## src/hw/rcf_pkg.sv

```systemverilog
// Constants and types for the rate-of-change-of-frequency stage logic
//
// Behaviour
// - Only definite-time delays for trip and reset
// - Sample blocking at start of each cycle
// - Unblocked pick-up asserts start, starts timing
// - Blocked pick-up asserts blocked, no timing
// - Blocking clears start, release timing follows
// - Blocking raises display note and event
// - Forcing switch drives blocking in test; forcing acts in any node mode here
// - Events on every change, ON/OFF filter
// - Six event codes for each stage
// - Events carry timestamp and process values
// - Twelve-deep circular history with pre-trigger values
// - History holds fault values and group index
// - Condition code normal/start/trip/blocked
// - Node behaviour code one to five
// - Measured rate exposed at 0.001 Hz/s
// - Ratio exposed in 0.005 per-unit steps
// - Expected operating time in 0.005 s steps
// - Signed remaining time counting down
// - Timestamps resolve one millisecond
// - Instant start and trip share timestamp
// - Direction setting rising, falling or both
`default_nettype none

package rcf_pkg;

	// ----------------------------------------------------------------
	// Sizes and time base
	// ----------------------------------------------------------------
	localparam int unsigned RCF_STAGES     = 8;
	localparam int unsigned RCF_HIST_DEPTH = 12;
	localparam int unsigned RCF_CYCLE_MS   = 5;
	localparam int unsigned RCF_PRE_MS     = 20;
	localparam int unsigned RCF_PRE_TICKS  = RCF_PRE_MS / RCF_CYCLE_MS;
	localparam int unsigned RCF_DLY_W      = 19;
	localparam int unsigned RCF_QUANT      = 5;

	// ----------------------------------------------------------------
	// Register offsets (word index on the plain port)
	// ----------------------------------------------------------------
	localparam logic [7:0] RCF_OFF_CTRL  = 8'h00;
	localparam logic [7:0] RCF_OFF_FORCE = 8'h01;
	localparam logic [7:0] RCF_OFF_REL   = 8'h02;
	localparam logic [7:0] RCF_OFF_HSEL  = 8'h03;
	localparam logic [7:0] RCF_OFF_HDAT  = 8'h04;
	localparam logic [7:0] RCF_OFF_MEAS  = 8'h05;
	localparam logic [7:0] RCF_OFF_BEHAV = 8'h06;
	localparam logic [7:0] RCF_OFF_HPTR  = 8'h07;
	localparam logic [7:0] RCF_OFF_CFG   = 8'h08;
	localparam logic [7:0] RCF_OFF_STAT  = 8'h10;
	localparam logic [7:0] RCF_OFF_REM   = 8'h18;

	// ----------------------------------------------------------------
	// Field positions and reset values
	// ----------------------------------------------------------------
	localparam int unsigned RCF_DIR_LSB  = 19;
	localparam int unsigned RCF_EN_BIT   = 21;
	localparam int unsigned RCF_FEN_BIT  = 3;
	localparam int unsigned RCF_EON_BIT  = 4;
	localparam int unsigned RCF_EOFF_BIT = 5;
	localparam logic [5:0]  RCF_CTRL_RST = 6'h31;
	localparam logic [21:0] RCF_CFG_RST  = 22'h000014;
	localparam logic [15:0] RCF_REL_RST  = 16'h0000;
	localparam logic [1:0]  RCF_DIR_RISE = 2'h0;
	localparam logic [1:0]  RCF_DIR_FALL = 2'h1;
	localparam logic [1:0]  RCF_DIR_BOTH = 2'h2;

	// Event kinds, low three bits of an event code
	localparam logic [2:0] RCF_K_S_ON  = 3'h0;
	localparam logic [2:0] RCF_K_T_ON  = 3'h2;

	// ----------------------------------------------------------------
	// Types
	// ----------------------------------------------------------------
	typedef enum logic [1:0] {
		RCF_NORMAL  = 2'b00,
		RCF_START   = 2'b01,
		RCF_TRIP    = 2'b10,
		RCF_BLOCKED = 2'b11
	} rcf_cond_e;

	typedef enum logic [2:0] {
		RCF_LN_ON    = 3'b001,
		RCF_LN_BLK   = 3'b010,
		RCF_LN_TEST  = 3'b011,
		RCF_LN_TBLK  = 3'b100,
		RCF_LN_OFF   = 3'b101
	} rcf_node_e;

	typedef struct packed {
		logic [5:0]  code;
		logic [31:0] ts;
		logic [15:0] roc;
		logic [15:0] frq;
	} rcf_event_s;

	typedef struct packed {
		rcf_event_s  ev;
		logic [15:0] pre_roc;
		logic [15:0] pre_frq;
		logic [3:0]  sg;
	} rcf_hist_s;

endpackage

`default_nettype wire

```

## src/hw/rcf_stage_events.sv

```systemverilog
// Stage status, blocking, event and history logic for the df/dt stages
`default_nettype none

module rcf_stage_events
	import rcf_pkg::*;
(
	// Clock, reset, enable
	input  wire logic             core_clk,
	input  wire logic             rst,
	input  wire logic             clk_en,
	// Processing cycle and pick-up
	input  wire logic             proc_tick,
	input  wire logic [7:0]       pickup,
	input  wire logic [127:0]     ratio_in,
	// Blocking matrix pins
	input  wire logic [7:0]       blk_pin,
	// Process values
	input  wire logic [15:0]      roc_in,
	input  wire logic [15:0]      frq_in,
	input  wire logic [31:0]      ts_in,
	input  wire logic [2:0]       sg_in,
	// Register port
	input  wire logic [7:0]       reg_addr,
	input  wire logic [31:0]      reg_wdata,
	input  wire logic             reg_wr,
	input  wire logic             reg_rd,
	output logic [31:0]           reg_rdata,
	// Stage outputs
	output logic [7:0]            stage_start,
	output logic [7:0]            stage_trip,
	output logic [7:0]            stage_blocked,
	output logic                  hmi_note,
	// Event stream
	output logic                  ev_valid,
	output rcf_event_s            ev_data
);

	// ----------------------------------------------------------------
	// Helpers
	// ----------------------------------------------------------------
	// Lowest set bit of the pending vector
	function automatic logic [5:0] rcf_first(input logic [63:0] v);
		logic [5:0] k;
		k = 6'h00;
		for (int j = 63; j >= 0; j--)
			if (v[j])
				k = 6'(j);
		return k;
	endfunction

	// One word of a history record
	function automatic logic [31:0] rcf_hword(input rcf_hist_s h, input logic [2:0] w);
		logic [31:0] r;
		r = 32'h0;
		unique case (w)
			3'h0: r = h.ev.ts;
			3'h1: r = {26'h0, h.ev.code};
			3'h2: r = {16'h0, h.pre_roc};
			3'h3: r = {16'h0, h.pre_frq};
			3'h4: r = {16'h0, h.ev.roc};
			3'h5: r = {16'h0, h.ev.frq};
			3'h6: r = {28'h0, h.sg};
			default: r = 32'h0;
		endcase
		return r;
	endfunction

	// ----------------------------------------------------------------
	// Software registers
	// ----------------------------------------------------------------
	logic [5:0]       ctrl_r;
	logic [7:0]       force_r;
	logic [15:0]      rel_r;
	logic [6:0]       hsel_r;
	logic [21:0]      cfg_r [RCF_STAGES];
	logic [31:0]      rdata_r;

	wire [7:0] a_base = {reg_addr[7:3], 3'b000};
	wire [2:0] a_stg  = reg_addr[2:0];
	wire       wr_ok  = clk_en & reg_wr;
	wire [2:0] lnmode = ctrl_r[2:0];
	wire       frc_en = ctrl_r[RCF_FEN_BIT];
	wire       on_en  = ctrl_r[RCF_EON_BIT];
	wire       off_en = ctrl_r[RCF_EOFF_BIT];

	// Register writes
	always_ff @(posedge core_clk)
	begin
		if (rst)
		begin
			ctrl_r  <= RCF_CTRL_RST;
			force_r <= 8'h00;
			rel_r   <= RCF_REL_RST;
			hsel_r  <= 7'h00;
			for (int s = 0; s < RCF_STAGES; s++)
				cfg_r[s] <= RCF_CFG_RST;
		end
		else if (wr_ok)
		begin
			if (reg_addr == RCF_OFF_CTRL)
				ctrl_r <= reg_wdata[5:0];
			if (reg_addr == RCF_OFF_FORCE)
				force_r <= reg_wdata[7:0];
			if (reg_addr == RCF_OFF_REL)
				rel_r <= reg_wdata[15:0];
			if (reg_addr == RCF_OFF_HSEL)
				hsel_r <= reg_wdata[6:0];
			if (a_base == RCF_OFF_CFG)
				cfg_r[a_stg] <= reg_wdata[21:0];
		end
	end

	// Node behaviour decode
	wire node_run = lnmode != RCF_LN_OFF;
	wire node_blk = (lnmode == RCF_LN_BLK) | (lnmode == RCF_LN_TBLK);

	// ----------------------------------------------------------------
	// Blocking input synchroniser and cycle sampling
	// ----------------------------------------------------------------
	logic [7:0]  blk_m_r;
	logic [7:0]  blk_s_r;
	logic [7:0]  blk_smp_r;
	logic [7:0]  pu_smp_r;
	logic        eval_r;
	logic [31:0] ts_lat_r;
	logic [15:0] roc_lat_r;
	logic [15:0] frq_lat_r;
	logic [3:0]  sg_lat_r;
	logic [15:0] pre_roc_r [RCF_PRE_TICKS];
	logic [15:0] pre_frq_r [RCF_PRE_TICKS];

	wire tick = clk_en & proc_tick;

	// Two flops ahead of any use
	always_ff @(posedge core_clk)
	begin
		if (rst)
		begin
			blk_m_r <= 8'h00;
			blk_s_r <= 8'h00;
		end
		else if (clk_en)
		begin
			blk_m_r <= blk_pin;
			blk_s_r <= blk_m_r;
		end
	end

	// Snapshot at the tick, evaluation one cycle later
	always_ff @(posedge core_clk)
	begin
		if (rst)
		begin
			blk_smp_r <= 8'h00;
			pu_smp_r  <= 8'h00;
			eval_r    <= 1'b0;
			ts_lat_r  <= 32'h0;
			roc_lat_r <= 16'h0;
			frq_lat_r <= 16'h0;
			sg_lat_r  <= 4'h1;
			for (int p = 0; p < RCF_PRE_TICKS; p++)
			begin
				pre_roc_r[p] <= 16'h0;
				pre_frq_r[p] <= 16'h0;
			end
		end
		else if (clk_en)
		begin
			eval_r <= proc_tick;
			if (proc_tick)
			begin
				blk_smp_r <= frc_en ? force_r : blk_s_r;
				pu_smp_r  <= pickup;
				ts_lat_r  <= ts_in;
				roc_lat_r <= roc_in;
				frq_lat_r <= frq_in;
				sg_lat_r  <= {1'b0, sg_in} + 4'h1;
				pre_roc_r[0] <= roc_lat_r; // Previous tick, so the last entry is four ticks back
				pre_frq_r[0] <= frq_lat_r;
				for (int p = 1; p < RCF_PRE_TICKS; p++)
				begin
					pre_roc_r[p] <= pre_roc_r[p-1];
					pre_frq_r[p] <= pre_frq_r[p-1];
				end
			end
		end
	end

	wire roc_neg = roc_lat_r[15];
	wire upd     = clk_en & eval_r;

	// ----------------------------------------------------------------
	// Per-stage definite-time state machines
	// ----------------------------------------------------------------
	logic [63:0]  ev_set;
	logic [7:0]   blk_rise;
	logic [15:0]  cond_v;
	logic [159:0] rem_v;
	logic [7:0]   pu_v;
	logic [7:0]   bk_v;

	for (genvar gi = 0; gi < RCF_STAGES; gi++)
	begin : g_stg
		rcf_cond_e            cond_r;
		rcf_cond_e            cond_nxt;
		logic [RCF_DLY_W-1:0] op_r;
		logic [RCF_DLY_W-1:0] op_nxt;
		logic [15:0]          rc_r;
		logic [15:0]          rc_nxt;

		wire [RCF_DLY_W-1:0] dly = cfg_r[gi][RCF_DLY_W-1:0];
		wire [1:0] dir    = cfg_r[gi][RCF_DIR_LSB +: 2];
		wire dir_ok = (dir == RCF_DIR_BOTH) | ((dir == RCF_DIR_RISE) & ~roc_neg)
			| ((dir == RCF_DIR_FALL) & roc_neg);
		wire pu   = pu_smp_r[gi] & cfg_r[gi][RCF_EN_BIT] & dir_ok & node_run;
		wire bk   = blk_smp_r[gi] | node_blk;
		wire act  = pu & ~bk;
		wire done = op_r >= dly;
		wire rdone = rc_r >= rel_r;

		// Next condition: blocking beats pick-up, timing only when free
		assign cond_nxt = !pu ? RCF_NORMAL : bk ? RCF_BLOCKED
			: done ? RCF_TRIP : RCF_START;
		// Operate timer holds while released, clears once reset time runs out
		assign op_nxt = act ? op_r + {{(RCF_DLY_W-1){1'b0}}, ~done}
			: rdone ? '0 : op_r;
		assign rc_nxt = act ? 16'h0 : rdone ? rc_r : rc_r + 16'h1;

		always_ff @(posedge core_clk)
		begin
			if (rst)
			begin
				cond_r <= RCF_NORMAL;
				op_r   <= '0;
				rc_r   <= 16'h0;
			end
			else if (upd)
			begin
				cond_r <= cond_nxt;
				op_r   <= op_nxt;
				rc_r   <= rc_nxt;
			end
		end

		wire s_now = (cond_r == RCF_START) | (cond_r == RCF_TRIP);
		wire s_new = (cond_nxt == RCF_START) | (cond_nxt == RCF_TRIP);
		wire t_now = cond_r == RCF_TRIP;
		wire t_new = cond_nxt == RCF_TRIP;
		wire b_now = cond_r == RCF_BLOCKED;
		wire b_new = cond_nxt == RCF_BLOCKED;
		wire [7:0] chg = {2'b00, b_now & ~b_new, b_new & ~b_now, t_now & ~t_new,
			t_new & ~t_now, s_now & ~s_new, s_new & ~s_now};
		wire [7:0] keep = {2'b00, {3{off_en, on_en}}};

		// Change edges filtered by the ON/OFF selection
		assign ev_set[gi*8 +: 8] = chg & keep & {8{upd}};
		assign blk_rise[gi]      = chg[4] & upd;
		assign stage_start[gi]   = s_now;
		assign stage_trip[gi]    = t_now;
		assign stage_blocked[gi] = b_now;
		assign cond_v[gi*2 +: 2] = cond_r;
		assign rem_v[gi*20 +: 20] = (cond_r == RCF_START)
			? 20'({1'b0, dly} - {1'b0, op_r}) : 20'h0;
		assign pu_v[gi] = pu;
		assign bk_v[gi] = bk;
	end

	// ----------------------------------------------------------------
	// Event serialiser and history
	// ----------------------------------------------------------------
	logic [63:0] pend_r;
	logic        ev_valid_r;
	rcf_event_s  ev_r;
	logic        note_r;
	logic [3:0]  hwp_r;
	logic [3:0]  hcnt_r;
	rcf_hist_s   hist_mem [RCF_HIST_DEPTH];

	wire [5:0]  sel      = rcf_first(pend_r);
	wire        emit     = |pend_r;
	wire [63:0] pend_nxt = (pend_r & ~(64'h1 << sel)) | ev_set; // set wins
	wire        h_wr     = emit & ((sel[2:0] == RCF_K_S_ON) | (sel[2:0] == RCF_K_T_ON));
	wire [3:0]  hwp_nxt  = (hwp_r == 4'(RCF_HIST_DEPTH - 1)) ? 4'h0 : hwp_r + 4'h1;
	wire rcf_event_s cur_ev = '{code: sel, ts: ts_lat_r, roc: roc_lat_r, frq: frq_lat_r};

	// One event per cycle, all events of a tick share its timestamp
	always_ff @(posedge core_clk)
	begin
		if (rst)
		begin
			pend_r     <= 64'h0;
			ev_valid_r <= 1'b0;
			ev_r       <= '0;
			note_r     <= 1'b0;
			hwp_r      <= 4'h0;
			hcnt_r     <= 4'h0;
		end
		else if (clk_en)
		begin
			pend_r     <= pend_nxt;
			ev_valid_r <= emit;
			note_r     <= |blk_rise;
			if (emit)
				ev_r <= cur_ev;
			if (h_wr)
			begin
				hwp_r  <= hwp_nxt;
				if (hcnt_r != 4'(RCF_HIST_DEPTH))
					hcnt_r <= hcnt_r + 4'h1;
			end
		end
	end

	// Record store, oldest entry overwritten
	always_ff @(posedge core_clk)
	begin
		if (clk_en & h_wr)
			hist_mem[hwp_r] <= '{ev: cur_ev, pre_roc: pre_roc_r[RCF_PRE_TICKS-1],
				pre_frq: pre_frq_r[RCF_PRE_TICKS-1], sg: sg_lat_r};
	end

	assign ev_valid = ev_valid_r;
	assign ev_data  = ev_r;
	assign hmi_note = note_r;

	// ----------------------------------------------------------------
	// Read decode
	// ----------------------------------------------------------------
	wire [15:0] roc_abs = roc_lat_r[15] ? 16'(-roc_lat_r) : roc_lat_r;
	wire [15:0] ratio   = ratio_in[a_stg*16 +: 16];
	wire [15:0] ratio_q = ratio - (ratio % 16'(RCF_QUANT));
	wire [19:0] rem_sel = rem_v[a_stg*20 +: 20];
	wire [3:0]  hrec    = (hsel_r[3:0] < 4'(RCF_HIST_DEPTH)) ? hsel_r[3:0] : 4'h0;
	wire [31:0] rd_mux  =
		(reg_addr == RCF_OFF_CTRL)  ? {26'h0, ctrl_r} :
		(reg_addr == RCF_OFF_FORCE) ? {24'h0, force_r} :
		(reg_addr == RCF_OFF_REL)   ? {16'h0, rel_r} :
		(reg_addr == RCF_OFF_HSEL)  ? {25'h0, hsel_r} :
		(reg_addr == RCF_OFF_HDAT)  ? rcf_hword(hist_mem[hrec], hsel_r[6:4]) :
		(reg_addr == RCF_OFF_MEAS)  ? {16'h0, roc_abs} :
		(reg_addr == RCF_OFF_BEHAV) ? {29'h0, lnmode} :
		(reg_addr == RCF_OFF_HPTR)  ? {24'h0, hcnt_r, hwp_r} :
		(a_base == RCF_OFF_CFG)     ? {10'h0, cfg_r[a_stg]} :
		(a_base == RCF_OFF_STAT)    ? {ratio_q, 14'h0, cond_v[a_stg*2 +: 2]} :
		(a_base == RCF_OFF_REM)     ? {{12{rem_sel[19]}}, rem_sel} : 32'h0;

	// Read data in the cycle after the strobe only
	always_ff @(posedge core_clk)
	begin
		if (rst)
			rdata_r <= 32'h0;
		else if (clk_en)
			rdata_r <= reg_rd ? rd_mux : 32'h0;
	end

	assign reg_rdata = rdata_r;

	// Stages that see pick-up and blocking together
	wire [7:0] pb_v = pu_v & bk_v;
endmodule

`default_nettype wire

```

## config.mk

```make
export PLATFORM = sky130hd
export DESIGN_NAME = rcf_stage_events
export DESIGN_NICKNAME = d
export VERILOG_FILES = /design/src/hw/rcf_pkg.sv /design/src/hw/rcf_stage_events.sv
export SDC_FILE = /design/constraint.sdc
export NUM_CORES = 2
export LEC_CHECK = 0
export ABC_CLOCK_PERIOD_IN_PS = 27000
export BUFFER_PORTS_ARGS = -buffer_cell sky130_fd_sc_hd__buf_2
export CAP_MARGIN = 25
export CORE_ASPECT_RATIO = 1.1
export CORE_MARGIN = 2
export CORE_UTILIZATION = 54
export DETAILED_ROUTE_END_ITERATION = 12
export PLACE_DENSITY = 0.69
export SLEW_MARGIN = 10
export SYNTH_ARGS = -nofsm -noshare
export SYNTH_HDL_FRONTEND = slang
export SYNTH_SLANG_ARGS = --single-unit
```

## constraint.sdc

```tcl
create_clock -name core_clk -period 27 [get_ports core_clk]
set_input_delay 2.7 -clock core_clk [delete_from_list [all_inputs] [get_ports core_clk]]
set_output_delay 2.7 -clock core_clk [all_outputs]
set_load 0.005 [all_outputs]
```

# Word-level counts from Yosys, hierarchy flattened

Memories as Yosys holds them, arrays and structs flattened.
Cells that the tools add are included.
W data, S select, Z words.

Flip-flop bits (word level): 610
Memory bits (writable): 1576
Bits of input ports: 257
Memories kept: 4

Memory list:

| memory    | words | bits a word | read ports | clocked after Yosys merged registers in | write ports | line                    | source |
|---|---|---|---|---|---|---|---|
| hist_mem  | 12    | 106         | 1          | 0                                       | 1           | rcf_stage_events.sv:277 | `rcf_hist_s hist_mem [RCF_HIST_DEPTH];` |
| cfg_r     | 8     | 22          | 9          | 0                                       | 8           | rcf_stage_events.sv:75  | `logic [21:0] cfg_r [RCF_STAGES];` |
| pre_frq_r | 4     | 16          | 4          | 0                                       | 4           | rcf_stage_events.sv:130 | `logic [15:0] pre_frq_r [RCF_PRE_TICKS];` |
| pre_roc_r | 4     | 16          | 4          | 0                                       | 4           | rcf_stage_events.sv:129 | `logic [15:0] pre_roc_r [RCF_PRE_TICKS];` |

Add/sub/neg operators: 29
Multiply operators: 1
Div/mod/pow operators: 1
$lt $le $gt $ge: 17
Equality and inequality tests: 94
Shift-type cells: 4
Multiplexer cells: 168
Bitwise logic cells: 242
Reductions and logical operators: 46

Operators by type and width:

| kind                    | number |
|---|---|
| $mux W16                | 25 |
| $mux W32                | 12 |
| $mux W6                 | 64 |
| $mux W19                | 16 |
| $pmux W32 S7            | 1 |
| $mux W20                | 8 |
| $shiftx A160 B9 Y20     | 1 |
| $sub A19 B19 Y20        | 8 |
| $add A19 B1 Y19         | 8 |
| $ge A19 B19 Y1          | 8 |
| $add A16 B1 Y16 const B | 8 |
| $ge A16 B16 Y1          | 8 |
| $shiftx A128 B8 Y16     | 1 |
| $and A1 B1 Y1           | 108 |
| $eq A2 B2 Y1 const B    | 40 |
| $not A1 Y1              | 65 |
| $and A6 B8 Y8           | 8 |
| $and A64 B64 Y64        | 1 |
| $not A64 Y64            | 1 |
| $or A64 B64 Y64         | 1 |
| $reduce_or A64 Y1       | 1 |
| $shl A1 B6 Y64 const A  | 1 |
| $or A1 B1 Y1            | 50 |
| $and A6 B6 Y6           | 8 |
| other kinds (35)        | 150 |

# Longest topological paths before layout

Depth in word-level cells: 70
Mapped depth: 57
Depth with buffers taken out: 52

# Least setup slack after synthesis

Ideal clock, no wire load.

Path type: input to register
Start: input clk_en
End: memory hist_mem[0][0] (netlist bit), enable pin
Setup time: 0.868 ns
Data arrival time: 14.762 ns
Setup slack: 11.371 ns
Stages: 8
Buffers on the path: 2
Cells stage by stage: clkbuf_1 > inv_1 > nor2_1 > nand2b_1 > nor3_1 > a21oi_1 > clkbuf_1 > nor4b_1

Longest elaborated chain between the ends: 3

RTL lines:

| element                       | line                    | source |
|---|---|---|
| from (decl)                   | rcf_stage_events.sv:10  | `input wire logic clk_en,` |
| $and A1 B1 Y1                 | rcf_stage_events.sv:317 | `if (clk_en & h_wr)` |
| $mux W1                       | rcf_stage_events.sv:317 |  |
| $mux W1 (implied by the code) | rcf_stage_events.sv:318 | `hist_mem[hwp_r] <= '{ev: cur_ev, pre_roc: pre_roc_r[RCF_PRE_TICKS-1],` |
| to (decl)                     | rcf_stage_events.sv:277 |  |

No other way between the ends.

# Worst setup path in the final report

Start: input reg_addr[0]
End: register rdata_r[31] (netlist: reg_rdata[31])

Longest elaborated chain between the ends: 14
Elaborated cells on any way between the ends: 25
Those cells by class: add/sub: 1; mul: 1; div: 1; eq/ne: 7; shift: 2; mux: 12; reduce/logical: 1

RTL lines:

| element                                                | line                                             | source |
|---|---|---|
| from (decl)                                            | rcf_stage_events.sv:23                           | `input wire logic [7:0] reg_addr,` |
| $shiftx A128 B8 Y16 or $mul A3 B3 Y6 (tied branches)   | rcf_stage_events.sv:330, rcf_stage_events.sv:332 |  |
| $mod A16 B3 Y16 or $shiftx A160 B9 Y20 (tied branches) | rcf_stage_events.sv:331, rcf_stage_events.sv:332 |  |
| $sub A16 B16 Y16 or $mux W32 (tied branches)           | rcf_stage_events.sv:331, rcf_stage_events.sv:345 |  |
| $mux W32                                               | rcf_stage_events.sv:344                          | `(a_base == RCF_OFF_STAT) ? {ratio_q, 14'h0, cond_v[a_stg*2 +: 2]} :` |
| $mux W32                                               | rcf_stage_events.sv:343                          | `(a_base == RCF_OFF_CFG) ? {10'h0, cfg_r[a_stg]} :` |
| $mux W32                                               | rcf_stage_events.sv:342                          | `(reg_addr == RCF_OFF_HPTR) ? {24'h0, hcnt_r, hwp_r} :` |
| $mux W32                                               | rcf_stage_events.sv:341                          | `(reg_addr == RCF_OFF_BEHAV) ? {29'h0, lnmode} :` |
| $mux W32                                               | rcf_stage_events.sv:340                          | `(reg_addr == RCF_OFF_MEAS) ? {16'h0, roc_abs} :` |
| $mux W32                                               | rcf_stage_events.sv:339                          | `(reg_addr == RCF_OFF_HDAT) ? rcf_hword(hist_mem[hrec], hsel_r[6:4]) :` |
| $mux W32                                               | rcf_stage_events.sv:338                          | `(reg_addr == RCF_OFF_HSEL) ? {25'h0, hsel_r} :` |
| $mux W32                                               | rcf_stage_events.sv:337                          | `(reg_addr == RCF_OFF_REL) ? {16'h0, rel_r} :` |
| $mux W32                                               | rcf_stage_events.sv:336                          | `(reg_addr == RCF_OFF_FORCE) ? {24'h0, force_r} :` |
| $mux W32 (*)                                           | rcf_stage_events.sv:335                          | `(reg_addr == RCF_OFF_CTRL) ? {26'h0, ctrl_r} :` |
| $mux W32 (*)                                           | rcf_stage_events.sv:353                          | `rdata_r <= reg_rd ? rd_mux : 32'h0;` |
| to (signal assigned)                                   | rcf_stage_events.sv:353                          |  |
| to (decl)                                              | rcf_stage_events.sv:76                           | `logic [31:0] rdata_r;` |

Mark *: on every way between the ends. The rest lies on a longest branch, timed or not.
A chain may end at the register's enable or synchronous reset.

==> flow_metrics.env <==
export IMPL_status="completed"
export IMPL_maxCapViolCount=0
export IMPL_overflow=0
export IMPL_numClockSinks=2186
export IMPL_start_util_pct=54.5
export IMPL_n_fill_cell=15400
export IMPL_swShare_pct=25.4
export IMPL_antenna_found_initial=28
export IMPL_drtAntennaViolNets=0
export IMPL_drt_first_pass_iters=6
export IMPL_ff_latch_area_mm2=0.0595
export IMPL_yosysUniqueCellTypes=110
export IMPL_p_leak_nw=41.0
export IMPL_worstPathMaxFanout=36
export IMPL_finalSetupTns_ns=0
export IMPL_grt_start_max_net_pins=141
export IMPL_critPathSlowestCell="nor4_4"
export IMPL_fmax_mhz=68.7
export IMPL_power_density_mw_per_mm2=66.5
export IMPL_required_ns=27.81
export IMPL_syn_num_nets=10200
export IMPL_finalNonFillerCells=12500
export IMPL_placed_area_mm2=0.108
export IMPL_critPathBufInv=5
export IMPL_coreArea_mm2=0.191
export IMPL_wirelength_mm=341
export IMPL_yosysWarnings=0
export IMPL_post_place_cells=12100
export IMPL_io_buffers=374
export IMPL_drive_gt1_share_pct=11.1
export IMPL_tightest_slew_ns=1.21
export IMPL_cts_buffers=215
export IMPL_cts_htree_levels=4
export IMPL_syn_area_per_cell_um2=10.9
export IMPL_insertion_delay_ns=0.93
export IMPL_hold_start="pend_r[63]$_SDFFE_PP0P_"
export IMPL_synth_seq_cells=2186
export IMPL_synth_cells=9545
export IMPL_grt_pass1_wl_mm=495
export IMPL_yosys_top_cells_area="edfxtp_1, dfxtp_1, nand2_1"
export IMPL_dp_worst_setup_slack_ns=11.70
export IMPL_hold_class="reg2reg"
export IMPL_maxSlewHeadroom_pct=18.7
export IMPL_cp_start_kind="input port"
export IMPL_root_buffer="clkbuf_16"
export IMPL_die_y_um=464
export IMPL_via_count=79100
export IMPL_die_area_mm2=0.196
export IMPL_cts_tree="yes"
export IMPL_post_cts_buffers=0
export IMPL_grt_usage_pct=33.9
export IMPL_yosys_area_top_type="edfxtp_1"
export IMPL_hold_viol_final=0
export IMPL_synthArstFlopShare_pct=0
export IMPL_internal_power_mw=5.75
export IMPL_drc=0
export IMPL_clock_power_share_pct=40.6
export IMPL_clk_pin_slew_ns=0.06
export IMPL_synth_edf_count=1576
export IMPL_arrival_ns=15.36
export IMPL_pwr_share_seq_pct=47.7
export IMPL_end_kind="register"
export IMPL_detailed_place_hpwl_mm=221
export IMPL_synth_top_cell_area_share_pct=45.5
export IMPL_stdcell_area_mm2=0.116
export IMPL_drv_slew=0
export IMPL_fin_crit_ns=14.55
export IMPL_setup_viol=0
export IMPL_path_class="in2reg"
export IMPL_finalWeightedCongestion=1.01
export IMPL_syn_to_final_growth_pct=11.5
export IMPL_period_share_pct=53.9
export IMPL_cts_resized=0
export IMPL_finClkSkew_ns=0.0745
export IMPL_vdd_ir_drop_max_uv=72.0
export IMPL_hold_buffers=0
export IMPL_slowest_delay_ns=0.74
export IMPL_seq_area_frac_synth_pct=57.3
export IMPL_fin_nets=10400
export IMPL_cts_buffer_depth=3
export IMPL_grt_pass1_vias=75800
export IMPL_ys_flop_type="edfxtp_1"
export IMPL_combPwrFrac_pct=11.8
export IMPL_crit_family="compound AO/OA/AOI/OAI gates"
export IMPL_crit_start="reg_addr[0]"
export IMPL_wl_per_cell_um=27.3
export IMPL_fin_ws_ns=12.45
export IMPL_multi_input_area_mm2=0.0410
export IMPL_power_switching_mw=1.96
export IMPL_viasPerCell=6.33
export IMPL_netlist_area_mm2=0.104
export IMPL_r2r_start="hsel_r[3]$_SDFFE_PP0P_"
export IMPL_rsz0062_at_grt="no"
export IMPL_die_x_um=422
export IMPL_placementRows=168
export IMPL_io_pin_count=385
export IMPL_first_iter_violations=8463
cells by family (layout without fill, tap and decap cells):
group	Yosys count	after routing	share of synthesized area, %
muxes	244	244	3.40
and+or+nand+nor	3110	3110	13.8
AOI/OAI and AO/OA	2368	2368	14.6
buffers and inverters	936	1332	3.54
xor gates and xnor gates	319	319	2.69
adders and majority gates	382	382	4.66
DFF	2186	2186	57.3
other	0	9	0
layout make-up:
class	instances	area share, %
Timing Repair Buffer	529	2.82
Inverter	395	1.29
Sequential cell	2186	51.4
Clock buffer	283	5.12
Clock inverter	125	1.28
Tap cell	2550	2.75
Multi-Input combinational cell	6423	35.4
Antenna cell	9	0.0194
worst reg2reg max path, stage by stage (launching register included):
cell	delay (ns)
dfxtp_4	0.52
nand2_1	0.15
buf_4	0.37
and2_4	0.54
buf_4	0.72
buf_4	0.73
buf_12	0.44
buf_4	0.76
nand2_1	0.13
a21oi_1	0.16
a221o_1	0.15
nor2_1	0.04
a211oi_1	0.23
a21oi_1	0.14
o21ai_0	0.61
nor3_1	0.21
clkbuf_4	0.24
nor3_1	0.59
a21oi_1	0.11
nor2_1	0.94
a21oi_1	0.08
nor2_1	0.14
path summary, 6_finish.rpt:
path                                     end  slack, ns  cells past startpoint
setup / recovery  reg_rdata[31]$_SDFFE_PP0P_      12.45                     54
hold / removal       pend_r[63]$_SDFFE_PP0P_       0.45                      1
setup reg to reg  reg_rdata[14]$_SDFFE_PP0P_      18.94                     21
hold reg to reg      pend_r[63]$_SDFFE_PP0P_       0.45                      1
layer usage:
metal	routed length, um	vias up	GRT usage [%]
met5	80	-	0
met4	24200	8	21.3
met3	28900	918	5.80
met2	159000	4055	54.4
met1	129000	38700	42.6
li1	-	35400	-
cell usage after synthesis, types with 50 or more instances:
| cell type | count |
|---|---|
| xor2_1 | 79 |
| a22o_1 | 78 |
| a211oi_1 | 120 |
| nor2_1 | 692 |
| dfxtp_1 | 610 |
| nor4_1 | 58 |
| buf_1 | 100 |
| a221oi_1 | 179 |
| nand3_1 | 157 |
| nand3b_1 | 50 |
| o21ai_0 | 388 |
| or3_1 | 51 |
| ha_1 | 373 |
| mux4_2 | 80 |
| a21oi_1 | 920 |
| nor3_1 | 152 |
| a21boi_0 | 65 |
| a21o_1 | 138 |
| o31ai_1 | 72 |
| clkbuf_1 | 399 |
| edfxtp_1 | 1576 |
| and2_1 | 313 |
| a221o_1 | 80 |
| nand2_1 | 1279 |
| inv_1 | 385 |
| o22ai_1 | 52 |
| nand4_1 | 116 |
| nor2b_1 | 66 |
| nand2b_1 | 55 |
| xnor2_1 | 239 |
| mux2i_1 | 108 |
registers in the layout, indices dropped and copies added (netlist names), 4 cells and up:
| name | count |
|---|---|
| rel_r | 16 |
| pu_smp_r | 8 |
| g_stg.op_r | 152 |
| force_r | 8 |
| ev_data | 70 |
| pre_frq_r | 64 |
| hwp_r | 4 |
| cfg_r | 176 |
| reg_rdata | 32 |
| blk_smp_r | 8 |
| pre_roc_r | 64 |
| sg_lat_r | 4 |
| blk_s_r | 8 |
| roc_lat_r | 16 |
| hsel_r | 7 |
| g_stg.cond_r | 16 |
| ctrl_r | 6 |
| hcnt_r | 4 |
| pend_r | 64 |
| frq_lat_r | 16 |
| g_stg.rc_r | 128 |
| blk_m_r | 8 |
| ts_lat_r | 32 |
| hist_mem | 1272 |
layout by cell type (no fill, tap or decap), types with 28 or more instances in the layout:
cell type,count
nor2b_1,66
a31oi_1,41
a21o_1,138
o21ai_0,378
buf_4,133
clkinv_2,35
inv_1,382
nand2_1,1275
buf_2,372
clkinv_1,35
or3_1,51
a221oi_1,179
xnor2_1,239
a21boi_0,65
nor2_1,685
dfxtp_1,605
nand2b_1,55
a211oi_1,120
clkbuf_16,223
o22ai_1,52
o31ai_1,67
nor3_1,148
nand3b_1,50
ha_1,373
mux4_2,80
o21bai_1,28
mux2i_1,108
and3_1,38
mux2_2,46
a221o_1,80
xor2_1,79
nand4_1,116
a21oi_1,917
a22o_1,78
nand3_1,157
clkbuf_1,45
nor4_1,55
and2_1,308
edfxtp_1,1576
metrics by stage:
stage                     total power, mW  util (%)  hold WS, ns
after global placement               4.63      56.8        0.441
after global routing                 7.95      60.7        0.469
after detailed placement             4.63      56.8        0.444
after CTS                            7.72      60.7        0.453
final                                7.71      60.8        0.453
after floorplan                      4.39         -        0.434
power by group through the flow:
stage | Clock, mW | Sequential (mW) | Combinational, mW
after floorplan | 0 | 3.72 | 0.670
after global placement | 0 | 3.74 | 0.889
after detailed placement | 0 | 3.75 | 0.886
after CTS | 3.15 | 3.67 | 0.892
after global routing | 3.28 | 3.68 | 0.989
final | 3.13 | 3.68 | 0.907
Power figures use the tool's default switching activity.
